## src/verilog/rsl_pkg.sv

```systemverilog
package rsl_pkg;
   // register offsets on the controller side
   localparam logic [7:0] RSL_ADDR_PIN_CTRL   = 8'h90;
   localparam logic [7:0] RSL_ADDR_SHIFT_DATA = 8'he5;
   localparam logic [7:0] RSL_ADDR_SPI_CTRL   = 8'he6;
   localparam logic [7:0] RSL_ADDR_STATUS     = 8'he7;
   // reset values
   localparam logic [7:0] RSL_RST_PIN_CTRL    = 8'h02;
   localparam logic [7:0] RSL_RST_SHIFT_DATA  = 8'h00;
   localparam logic [7:0] RSL_RST_SPI_CTRL    = 8'h00;
   // field positions
   localparam int RSL_BIT_LINK_EN  = 4;
   localparam int RSL_BIT_CLK_EN   = 2;
   localparam int RSL_BIT_CSN      = 1;
   localparam int RSL_BIT_RADIO_EN = 0;
   // command words
   localparam logic [7:0] RSL_CMD_RX_READ    = 8'h61;
   localparam logic [7:0] RSL_CMD_TX_WRITE   = 8'ha0;
   localparam logic [7:0] RSL_CMD_FLUSH_TX   = 8'he1;
   localparam logic [7:0] RSL_CMD_FLUSH_RX   = 8'he2;
   localparam logic [7:0] RSL_CMD_REUSE      = 8'he3;
   localparam logic [7:0] RSL_CMD_ACTIVATE   = 8'h50;
   localparam logic [7:0] RSL_ACTIVATE_KEY   = 8'h73;
   localparam logic [7:0] RSL_CMD_RX_WIDTH   = 8'h60;
   localparam logic [7:0] RSL_CMD_NOACK_WR   = 8'hb0;
   localparam logic [7:0] RSL_CMD_NOP        = 8'hff;
   localparam logic [4:0] RSL_ACK_WR_PREFIX  = 5'b10101;
   localparam logic [2:0] RSL_MAX_PIPE       = 3'b101;
   localparam int RSL_MAX_REG_BYTES = 5;
   localparam int RSL_MAX_PAYLOAD   = 32;
   localparam int RSL_NUM_REGS      = 32;
   localparam int RSL_ACK_DEPTH     = 3;
   // clocking: the radio core clock is the system clock gated
   localparam int RSL_CLK_HZ        = 25_000_000;
   localparam int RSL_REUSE_PULSE_NS = 10_000;
   localparam int RSL_REUSE_PULSE_CYC =
      (RSL_REUSE_PULSE_NS * (RSL_CLK_HZ / 1_000_000) + 999) / 1000;
   localparam logic [8:0] RSL_REUSE_CYC = 9'(RSL_REUSE_PULSE_CYC);
   localparam logic [5:0] RSL_DIV_MAX_HALF = 6'd31;
endpackage : rsl_pkg

```

## src/verilog/rsl_link_if.sv

```systemverilog
`timescale 1ns/1ps
`default_nettype none
interface rsl_link_if;
   logic sck;      // serial clock, idle low
   logic mosi;     // controller to radio
   logic miso;     // radio to controller
   logic csn;      // chip select, active low
   logic ce;       // radio enable
   logic core_clk_en; // gate for the radio core clock
   modport ctrl  (output sck, output mosi, output csn, output ce, output core_clk_en,
                  input miso);
   modport radio (input sck, input mosi, input csn, input ce, input core_clk_en,
                  output miso);
endinterface : rsl_link_if
`default_nettype wire

```

## src/verilog/rsl_clk_div.sv

```systemverilog
`timescale 1ns/1ps
`default_nettype none
// one-cycle enable pulse at each serial clock half period
module rsl_clk_div
   import rsl_pkg::*;
(
   input  wire logic       i_clock,
   input  wire logic       i_reset_n,
   input  wire logic       i_run,
   input  wire logic [3:0] i_div_code,
   output logic            o_half_tick
);
   logic [5:0] half_lim;
   logic [5:0] cnt_ff;

   // code to half-period length minus one
   always_comb begin
      case (i_div_code)
         4'h0, 4'h1: half_lim = 6'd0;
         4'h2:       half_lim = 6'd1;
         4'h3:       half_lim = 6'd3;
         4'h4:       half_lim = 6'd7;
         4'h5:       half_lim = 6'd15;
         default:    half_lim = RSL_DIV_MAX_HALF;
      endcase
   end

   // counter restarts each transfer so the first half period is full length
   always_ff @(posedge i_clock or negedge i_reset_n) begin
      if (!i_reset_n) begin
         cnt_ff      <= 6'h00;
         o_half_tick <= 1'b0;
      end else if (!i_run) begin
         cnt_ff      <= 6'h00;
         o_half_tick <= 1'b0;
      end else if (cnt_ff >= half_lim) begin
         cnt_ff      <= 6'h00;
         o_half_tick <= 1'b1;
      end else begin
         cnt_ff      <= cnt_ff + 6'h01;
         o_half_tick <= 1'b0;
      end
   end
endmodule : rsl_clk_div
`default_nettype wire

```

## src/verilog/rsl_ctrl.sv

```systemverilog
// Local design decision: the Avalon-MM slave port.
`timescale 1ns/1ps
`default_nettype none
// What this block does
// - writing data register starts one byte transfer
// - link enable bit gates all transfers
// - divider code picks serial clock rate
// - clock enable bit gates radio core clock
// - chip select bit, resets deselected, 0x02
// - radio enable bit drives enable line
// - each command starts with select low
// - command byte then data, low byte first
// - register read returns one to five bytes
// - register write only in standby or down
// - payload read returns and removes bytes
// - payload write loads transmit buffer
// - flush commands empty transmit or receive
// - avoid receive flush during acknowledge
// - reuse command resends on enable pulses
// - activate with 0x73 toggles extra features
// - inactive extras ignore writes, read zero
// - width command returns head payload width
// - ack payload per pipe, three pending
// - no-ack payload write suppresses acknowledge
// - no operation command returns status
// - partial register write keeps upper bytes
// - status loaded into data on select; the code loads the byte kept from the previous command
module rsl_ctrl
   import rsl_pkg::*;
(
   input  wire logic       i_clock,
   input  wire logic       i_reset_n,
   // avalon-mm slave
   input  wire logic [7:0] i_avs_address,
   input  wire logic       i_avs_read,
   input  wire logic       i_avs_write,
   input  wire logic [31:0] i_avs_writedata,
   output logic [31:0]     o_avs_readdata,
   output logic            o_avs_waitrequest,
   rsl_link_if.ctrl        link
);
   typedef enum logic [1:0] {
      RSL_IDLE  = 2'b00,
      RSL_SHIFT = 2'b01,
      RSL_DONE  = 2'b10
   } rsl_state_t;

   rsl_state_t state_ff;
   logic [7:0] pin_ctrl_ff;
   logic [7:0] spi_ctrl_ff;
   logic [7:0] shift_ff;
   logic [3:0] half_cnt_ff;
   logic       sck_ff;
   logic       mosi_ff;
   logic       csn_ff;
   logic       ce_ff;
   logic       clk_en_ff;
   logic       csn_prev_ff;
   logic       load_status_ff;
   logic       half_tick;
   logic       acc_ff;
   logic       wr_pin;
   logic       wr_data;
   logic       wr_ctl;
   logic       link_on;
   logic       first_ff;
   logic [7:0] status_byte_ff;

   assign link_on = spi_ctrl_ff[RSL_BIT_LINK_EN];
   assign wr_pin  = acc_ff && i_avs_write && i_avs_address == RSL_ADDR_PIN_CTRL;
   assign wr_data = acc_ff && i_avs_write && i_avs_address == RSL_ADDR_SHIFT_DATA;
   assign wr_ctl  = acc_ff && i_avs_write && i_avs_address == RSL_ADDR_SPI_CTRL;

   rsl_clk_div u_div (
      .i_clock     (i_clock),
      .i_reset_n   (i_reset_n),
      .i_run       (state_ff == RSL_SHIFT),
      .i_div_code  (spi_ctrl_ff[3:0]),
      .o_half_tick (half_tick)
   );

   // every access waits one cycle; acc_ff marks the answering edge
   // waitrequest idles high so that it can come straight from a flop
   always_ff @(posedge i_clock or negedge i_reset_n) begin
      if (!i_reset_n) begin
         acc_ff            <= 1'b0;
         o_avs_waitrequest <= 1'b1;
         o_avs_readdata    <= 32'h0000_0000;
      end else begin
         acc_ff            <= (i_avs_read || i_avs_write) && !acc_ff;
         o_avs_waitrequest <= !((i_avs_read || i_avs_write) && !acc_ff);
         if ((i_avs_read || i_avs_write) && !acc_ff) begin
            case (i_avs_address)
               RSL_ADDR_PIN_CTRL:   o_avs_readdata <= {24'h0, 5'h0, pin_ctrl_ff[2:0]};
               RSL_ADDR_SHIFT_DATA: o_avs_readdata <= {24'h0, shift_ff};
               RSL_ADDR_SPI_CTRL:   o_avs_readdata <= {24'h0, 3'h0, spi_ctrl_ff[4:0]};
               RSL_ADDR_STATUS:     o_avs_readdata <= {31'h0, state_ff != RSL_IDLE};
               default:             o_avs_readdata <= 32'h0000_0000;
            endcase
         end
      end
   end

   // control registers
   always_ff @(posedge i_clock or negedge i_reset_n) begin
      if (!i_reset_n) begin
         pin_ctrl_ff <= RSL_RST_PIN_CTRL;
         spi_ctrl_ff <= RSL_RST_SPI_CTRL;
      end else begin
         if (wr_pin) begin
            pin_ctrl_ff <= {5'h0, i_avs_writedata[2:0]};
         end
         if (wr_ctl) begin
            spi_ctrl_ff <= {3'h0, i_avs_writedata[4:0]};
         end
      end
   end

   // pin outputs registered from the control bits
   always_ff @(posedge i_clock or negedge i_reset_n) begin
      if (!i_reset_n) begin
         csn_ff    <= 1'b1;
         ce_ff     <= 1'b0;
         clk_en_ff <= 1'b0;
      end else begin
         csn_ff    <= pin_ctrl_ff[RSL_BIT_CSN];
         ce_ff     <= pin_ctrl_ff[RSL_BIT_RADIO_EN];
         clk_en_ff <= pin_ctrl_ff[RSL_BIT_CLK_EN];
      end
   end

   // watch the select edge; while idle, the data register is loaded two cycles
   // after the edge with the status byte kept from the previous command
   always_ff @(posedge i_clock or negedge i_reset_n) begin
      if (!i_reset_n) begin
         csn_prev_ff    <= 1'b1;
         load_status_ff <= 1'b0;
      end else begin
         csn_prev_ff    <= csn_ff;
         load_status_ff <= csn_prev_ff && !csn_ff;
      end
   end

   // byte shifter, msb first, mode 0
   always_ff @(posedge i_clock or negedge i_reset_n) begin
      if (!i_reset_n) begin
         state_ff    <= RSL_IDLE;
         shift_ff    <= RSL_RST_SHIFT_DATA;
         half_cnt_ff <= 4'h0;
         sck_ff      <= 1'b0;
         mosi_ff     <= 1'b0;
      end else begin
         case (state_ff)
            RSL_IDLE: begin
               sck_ff <= 1'b0;
               if (wr_data && link_on) begin
                  shift_ff    <= {i_avs_writedata[6:0], 1'b0}; // msb is already on the line
                  mosi_ff     <= i_avs_writedata[7];
                  half_cnt_ff <= 4'h0;
                  state_ff    <= RSL_SHIFT;
               end else if (wr_data) begin
                  shift_ff <= i_avs_writedata[7:0];
               end else if (load_status_ff) begin
                  shift_ff <= status_byte_ff;
               end
            end
            RSL_SHIFT: begin
               if (!link_on) begin
                  sck_ff   <= 1'b0;
                  state_ff <= RSL_IDLE;
               end else if (half_tick) begin
                  sck_ff      <= ~sck_ff;
                  half_cnt_ff <= half_cnt_ff + 4'h1;
                  if (!sck_ff) begin
                     shift_ff[0] <= link.miso; // sample on rising edge
                  end else if (half_cnt_ff == 4'hf) begin
                     state_ff <= RSL_DONE;
                  end else begin
                     mosi_ff  <= shift_ff[7];
                     shift_ff <= {shift_ff[6:0], 1'b0};
                  end
               end
            end
            RSL_DONE: begin
               state_ff <= RSL_IDLE;
            end
            default: state_ff <= RSL_IDLE;
         endcase
      end
   end

   // status arrives as the first returned byte of a command; kept for the next
   // select reload, so the reloaded value is one command old
   always_ff @(posedge i_clock or negedge i_reset_n) begin
      if (!i_reset_n) begin
         first_ff       <= 1'b0;
         status_byte_ff <= 8'h00;
      end else if (load_status_ff) begin
         first_ff <= 1'b1;
      end else if (state_ff == RSL_DONE && first_ff) begin
         first_ff       <= 1'b0;
         status_byte_ff <= shift_ff;
      end
   end

   assign link.sck         = sck_ff;
   assign link.mosi        = mosi_ff;
   assign link.csn         = csn_ff;
   assign link.ce          = ce_ff;
   assign link.core_clk_en = clk_en_ff;
endmodule : rsl_ctrl
`default_nettype wire

```

## src/flat_wrapper.sv

```systemverilog
// flat-port wrapper written by rule: the top's interface ports become plain ports
module rsl_ctrl_flat import rsl_pkg::*;
  (i_clock, i_reset_n, i_avs_address, i_avs_read, i_avs_write, i_avs_writedata, o_avs_readdata, o_avs_waitrequest, link_sck, link_mosi, link_csn, link_ce, link_core_clk_en, link_miso);
  rsl_link_if link_i ();
  input  wire logic i_clock;
  input  wire logic i_reset_n;
  input  wire logic [7:0] i_avs_address;
  input  wire logic i_avs_read;
  input  wire logic i_avs_write;
  input  wire logic [31:0] i_avs_writedata;
  output logic [31:0] o_avs_readdata;
  output logic o_avs_waitrequest;
  output wire logic [$bits(link_i.sck)-1:0] link_sck;
  output wire logic [$bits(link_i.mosi)-1:0] link_mosi;
  output wire logic [$bits(link_i.csn)-1:0] link_csn;
  output wire logic [$bits(link_i.ce)-1:0] link_ce;
  output wire logic [$bits(link_i.core_clk_en)-1:0] link_core_clk_en;
  input wire logic [$bits(link_i.miso)-1:0] link_miso;
  assign link_sck = link_i.sck;
  assign link_mosi = link_i.mosi;
  assign link_csn = link_i.csn;
  assign link_ce = link_i.ce;
  assign link_core_clk_en = link_i.core_clk_en;
  assign link_i.miso = link_miso;
  rsl_ctrl u_core (.i_clock(i_clock), .i_reset_n(i_reset_n), .i_avs_address(i_avs_address), .i_avs_read(i_avs_read), .i_avs_write(i_avs_write), .i_avs_writedata(i_avs_writedata), .o_avs_readdata(o_avs_readdata), .o_avs_waitrequest(o_avs_waitrequest), .link(link_i));
endmodule
```

## config.mk

```make
export PLATFORM = sky130hd
export DESIGN_NAME = rsl_ctrl_flat
export DESIGN_NICKNAME = d
export VERILOG_FILES = /design/src/verilog/rsl_pkg.sv /design/src/verilog/rsl_link_if.sv /design/src/verilog/rsl_clk_div.sv /design/src/verilog/rsl_ctrl.sv /design/src/flat_wrapper.sv
export SDC_FILE = /design/constraint.sdc
export NUM_CORES = 1
export LEC_CHECK = 0
export BUFFER_PORTS_ARGS = -buffer_cell sky130_fd_sc_hd__buf_2
export CAP_MARGIN = 25
export CORE_MARGIN = 1.5
export CORE_UTILIZATION = 53
export CTS_CLUSTER_SIZE = 25
export DETAILED_ROUTE_END_ITERATION = 12
export HOLD_SLACK_MARGIN = 0.15
export PLACE_DENSITY = 0.81
export SYNTH_ARGS = -nofsm -noshare
export SYNTH_HDL_FRONTEND = slang
export SYNTH_SLANG_ARGS = --single-unit
```

## constraint.sdc

```tcl
create_clock -name i_clock -period 2.62 [get_ports i_clock]
set_input_delay 0.524 -clock i_clock [delete_from_list [all_inputs] [get_ports i_clock]]
set_output_delay 0.524 -clock i_clock [all_outputs]
set_load 0.02 [all_outputs]
```

# Word level (Yosys, flattened, before mapping)
# Index checks and enable logic that the tools add are counted.
op_classes:
  add_sub_neg: 2
  order_cmp: 1
  eq_ne: 22
  mux: 36
  bitwise_logic: 2
  n_reduce_logical: 25
ops:
  columns: ["operator", "n"]
  rows:
  - ["$mux W8", 6]
  - ["$eq A8 B8 Y1 const B", 4]
  - ["$pmux W8 S4", 1]
  - ["$pmux W5 S5", 1]
  - ["$pmux W8 S2", 1]
  - ["$mux W1", 12]
  - ["$mux W4", 3]
  - ["$mux W6", 2]
  - ["$ne A3 B3 Y1 const B", 4]
  - ["$reduce_and A6 Y1", 2]
  - ["$mux W2", 5]
  - ["$eq A4 B2 Y1 const B", 2]
  - ["$eq A4 B3 Y1 const B", 2]
  - ["$logic_and A1 B1 Y1", 8]
  - ["$ne A2 B1 Y1 const B", 4]
  - ["$pmux W4 S2", 1]
  - ["$reduce_and A4 Y1", 2]
  - ["$mux W7", 1]
  - ["$add A6 B1 Y6 const B", 1]
  - ["$ge A6 B6 Y1", 1]
  - ["$reduce_bool A2 Y1", 3]
  - ["$reduce_and A5 Y1", 1]
  - ["$add A4 B1 Y4 const B", 1]
  - ["$eq A4 B1 Y1 const B", 1]
  - ["14 further kinds", 19]
word_totals:
  regBits: 79
  output_inout_bits: 38
  elab_cells: 108

# Logic depth before layout (Yosys ltp)
depth:
  word_depth: 6
  depth_mapped: 7
  depth_no_buf: 7

# Hierarchy
# From an unflattened synthesis, not the netlist that was laid out.
hier_totals:
  cells_unflattened: 336
  area_unflattened_um2: 3228.1
by_module_without_submodules:
  columns: ["module", "n_inst", "cells_each", "area_each_um2", "seq_area_each_um2"]
  rows:
  - ["rsl_ctrl", 1, 293, 2797.7, 1206.2]
  - ["rsl_clk_div", 1, 43, 430.4, 175.2]

# Worst setup path before layout
# No wires, ideal clock.
synth_timing:
  kind: "register to register"
  start: "register u_core.spi_ctrl_ff[1]"
  end: "register u_core.u_div.cnt_ff[5]"
  setup_time_ps: 125
  arrival_ps: 1997
  path_slack_ps: 498
  path_stages_with_launch: 8
  period_less_slack_ps: 2122
  path_cell_list: "dfrtp_1 or3_1 ha_1 nand2b_1 a21o_1 a21o_1 a21o_1 a2111oi_0"
synth_via:
  elab_chain_cells: 6
  word_cells_on_any_way: 11
  cone_classes: "order compare: 1; eq/ne: 5; mux: 3; reduce/logical: 2"
synth_rtl:
  columns: ["item", "line", "rtl"]
  rows:
  - ["start, declared", "rsl_ctrl.sv:50", "logic [7:0] spi_ctrl_ff;"]
  - ["start signal, assigned", "rsl_ctrl.sv:114", "spi_ctrl_ff <= {3'h0, i_avs_writedata[4:0]};"]
  - ["$eq A4 B1 Y1 / $logic_not A4 Y1 (equally long branches)", "rsl_clk_div.sv:18", "case (i_div_code)"]
  - ["$reduce_or A2 Y1", "rsl_clk_div.sv:18", null]
  - ["$pmux W5 S5 *", "rsl_clk_div.sv:18", null]
  - ["$ge A6 B6 Y1 *", "rsl_clk_div.sv:36", "end else if (cnt_ff >= half_lim) begin"]
  - ["$mux W6 *", "rsl_clk_div.sv:36", null]
  - ["$mux W6 *", "rsl_clk_div.sv:33", "end else if (!i_run) begin"]
  - ["end signal, assigned", "rsl_clk_div.sv:40", "cnt_ff <= cnt_ff + 6'h01;"]
  - ["end, declared", "rsl_clk_div.sv:14", "logic [5:0] cnt_ff;"]
# Every way passes the cells marked *; elsewhere a longest branch is shown, timed or not.
# A chain may end at the register's enable or synchronous reset.

# Final worst setup path
# Same ends and word-level chain as after synthesis.

==> summary.txt <==
ROUTE
-------------------------------------------------------------------------------------------
Number of design-rule violations left by the first detailed-router iteration            128
Total vias in the final route                                                          2247
Post-detailed-route DRC marker count                                                      0
First drt pass iteration count                                                            5
Final wirelength                                                                   5.964 mm
Number of nets still failing antenna checks after routing                                 0
Per-cell routed wire length                                                        14.95 µm
Via density                                                                           5.632

CRITICAL PATH
-------------------------------------------------------------------------------------------
Worst Setup Path Type                                                               reg2reg
Worst setup EP type                                                               flip-flop
Critical-path maximum fanout                                                              5
Startpoint kind of the worst setup timing path                                    flip-flop
Crit path required time                                                             2.80 ns
Critical path data arrival time                                                     2.47 ns
Count of cells along the worst register-to-register path                                  7

CLOCKING
-------------------------------------------------------------------------------------------
Clock sink count                                                                         55
Number of buffers on the longest clock path                                               2
CTS tree                                                                               done
CTS Buf Count                                                                             5
Post-CTS Setup Bufs                                                                       0
# H-tree levels                                                                           2
CTS root buf                                                                   sky130_fd_sc_hd__clkbuf_8
Cells resized by post-CTS repair                                                          0
Clock transition at the registers of the reported paths                             0.09 ns
Worst skew pair latency                                                             0.31 ns
Hold buffer count at CTS                                                                  0

LOGIC SYNTHESIS
-------------------------------------------------------------------------------------------
Number of storage elements in the synthesis netlist                                      55
Share of async-settable or async-resettable flops after synthesis                    100.0%
Ranking of synthesized cells by area                                           sky130_fd_sc_hd__dfrtp_1, sky130_fd_sc_hd__mux2_2, sky130_fd_sc_hd__buf_4, sky130_fd_sc_hd__mux2i_1, sky130_fd_sc_hd__dfstp_2
Sequential cell area fraction in the yosys report                                    45.41%
Mean instance size in the synthesized netlist                                     10.49 µm²
Top-area cell type share of the netlist area                                         41.96%
Library cell with the largest summed area after synthesis                      sky130_fd_sc_hd__dfrtp_1
Synthesized instance count                                                              290
Synth cell count leaders                                                       sky130_fd_sc_hd__dfrtp_1, sky130_fd_sc_hd__buf_4, sky130_fd_sc_hd__nand2_1, sky130_fd_sc_hd__nor2_1, sky130_fd_sc_hd__mux2_2
Yosys warning total                                                                       0
Number of different library cells in the post-synthesis netlist                          48
Number of synthesized flops with an enable pin                                            0
Leading cell type by number of instances after synthesis                       sky130_fd_sc_hd__dfrtp_1
Mapped Area                                                                        3042 µm²
Main flop type after synthesis                                                 sky130_fd_sc_hd__dfrtp_1

CELLS AND AREA
-------------------------------------------------------------------------------------------
Number of antenna repair diodes                                                           0
Area added between synthesis and finish                                              8.556%
Layout net count                                                                        378
Ratio of cells with drive above 1 in the final layout                                23.55%
Cell area after layout                                                             3302 µm²
Post-layout instance count excluding filler cells                                       399
Post-layout util                                                                     59.96%

TIMING
-------------------------------------------------------------------------------------------
Post-layout min period                                                             2.297 ns
Smallest hold slack                                                               0.2365 ns
Final Hold Fails                                                                          0
Final max-slew violation count                                                            0
Finish-stage setup viols                                                                  0
Part of the cycle the worst path needs                                               87.66%
Worst slew pin tran                                                               0.6711 ns
Relative slew slack                                                                  55.06%
Smallest setup slack after layout                                                 0.3234 ns
Max Clock Skew                                                                   0.01227 ns
Setup repair after global routing missed its margin                                   false
Maximum clock frequency                                                           435.4 MHz
Setup TNS                                                                              0 ns

POWER AND IR DROP
-------------------------------------------------------------------------------------------
Power per unit of standard cell area                                           451.8 nW/µm²
Largest voltage drop on the vdd net                                             0.0002042 V
PnR Total Power                                                                    1.492 mW
Leakage                                                                            1.575 nW

DIE
-------------------------------------------------------------------------------------------
Area enclosed by the die boundary                                                  6202 µm²
Die outline height                                                                 78.76 µm
Initial cell density of the core                                                     55.24%
Core Region                                                                        5507 µm²
Width of the die                                                                   78.76 µm
Row count                                                                                27
Number of top-level pins                                                                 83

STATUS
-------------------------------------------------------------------------------------------
Outcome                                                                        complete, no violations

MIN PATH
-------------------------------------------------------------------------------------------
Class of the tightest hold or removal check                                        in2async

GLOBAL ROUTE
-------------------------------------------------------------------------------------------
GRT Resource Usage Total                                                             20.27%
Pin count of the biggest net entering global routing                                     29
Number of global-route vias before repair                                              2051
First-pass GRT wire length                                                         9.749 mm
GR Overflow Total                                                                         0
Initial antenna violation count                                                           0

FLOW RUN
-------------------------------------------------------------------------------------------
Number of max-capacitance violations reported                                             0

PLACED DESIGN
-------------------------------------------------------------------------------------------
Worst slack after detailed placement                                              0.3488 ns
Number of placed instances, taps included                                               391
Placed cell areas                                                                  3216 µm²
Weighted congestion at the end of routability-driven global placement                0.8289
PortBufs                                                                                 34
Post-detailed-placement half-perimeter wirelength                                  4.469 mm

==> power breakdown <==
group	internal [mW]	total, mW	switching [mW]
Sequential	0.865	0.876	0.0110
Clock	0.189	0.463	0.273
Combinational	0.0505	0.153	0.103
Total	1.10	1.49	0.387
==> flip-flops by register name, summed over array words and instances (netlist names), 2 cells and up <==
name / flops
u_core.status_byte_ff: 8
u_core.o_avs_readdata: 8
u_core.spi_ctrl_ff: 5
u_core.half_cnt_ff: 4
u_core.u_div.cnt_ff: 6
u_core.state_ff: 2
u_core.shift_ff: 8
u_core.pin_ctrl_ff: 3
==> worst paths after layout <==
kind	from	to	slack, ns
worst max-delay path	u_core.spi_ctrl_ff[1]	u_core.u_div.cnt_ff[5]	0.32
worst min-delay path	i_reset_n	u_core.u_div.cnt_ff[4]	0.24
worst max register to register	u_core.spi_ctrl_ff[1]	u_core.u_div.cnt_ff[5]	0.32
worst min register to register	u_core.link.csn	u_core.csn_prev_ff	0.38
max in group asynchronous	i_reset_n	u_core.half_cnt_ff[0]	1.82
min in group i_clock	u_core.link.csn	u_core.csn_prev_ff	0.38
==> per-layer routing <==
layer	share of wire, %	wire length (µm)	GRT usage [%]	vias up
li1	-	-	-	1069
met3	5.6	334	4.483	9
met5	0	0	0	-
met4	1.4	82	7.857	0
met1	44	2638	26.39	1093
met2	49	2908	33.02	76
==> critical path, cell delays in order (launching register included) <==
cell and delay, ns:
sky130_fd_sc_hd__dfrtp_1 0.44, sky130_fd_sc_hd__or3_1 0.39, sky130_fd_sc_hd__ha_1 0.27, sky130_fd_sc_hd__nand2b_1 0.14
sky130_fd_sc_hd__a21o_1 0.19, sky130_fd_sc_hd__a21o_1 0.18, sky130_fd_sc_hd__a21o_1 0.17, sky130_fd_sc_hd__a2111oi_0 0.38
==> area by class of cell <==
cell class	instances	area [µm²]
tap	72	90.09
clock buffer	6	72.57
clock inverter	2	13.76
multi-input combinational	219	1498
fill	447	2205
timing repair buffer	40	227.7
sequential	55	1381
inverter	5	18.77
==> logic make-up after synthesis <==
| logic type | after synthesis | share of synthesized area, % |
|---|---|---|
| adders and majority gates | 7 | 2.879 |
| AOI/OAI and AO/OA | 54 | 12.18 |
| and+or+nand+nor | 90 | 15.84 |
| muxes | 40 | 14.23 |
| DFF | 55 | 45.41 |
| buffers and inverters | 39 | 8.186 |
| other | 1 | 0.1233 |
| xor gates and xnor gates | 4 | 1.152 |
==> cell usage in the layout, fill, tap and decap left out, types with 5 or more instances in the layout <==
cell type / Yosys / layout
sky130_fd_sc_hd__o21ai_0: 13 / 13
sky130_fd_sc_hd__clkbuf_8: 0 / 5
sky130_fd_sc_hd__buf_2: 4 / 34
sky130_fd_sc_hd__mux2i_1: 14 / 14
sky130_fd_sc_hd__ha_1: 7 / 7
sky130_fd_sc_hd__buf_4: 24 / 5
sky130_fd_sc_hd__nand2_1: 24 / 24
sky130_fd_sc_hd__nor3_1: 10 / 10
sky130_fd_sc_hd__nor2_1: 24 / 24
sky130_fd_sc_hd__a22o_1: 5 / 5
sky130_fd_sc_hd__a21oi_1: 9 / 9
sky130_fd_sc_hd__conb_1: 1 / 24
sky130_fd_sc_hd__nand3_1: 6 / 6
sky130_fd_sc_hd__dfrtp_1: 51 / 51
sky130_fd_sc_hd__inv_1: 5 / 5
sky130_fd_sc_hd__a22oi_1: 8 / 8
sky130_fd_sc_hd__mux2_2: 19 / 19
sky130_fd_sc_hd__mux2_1: 7 / 7
Power figures use the tool's default switching activity.
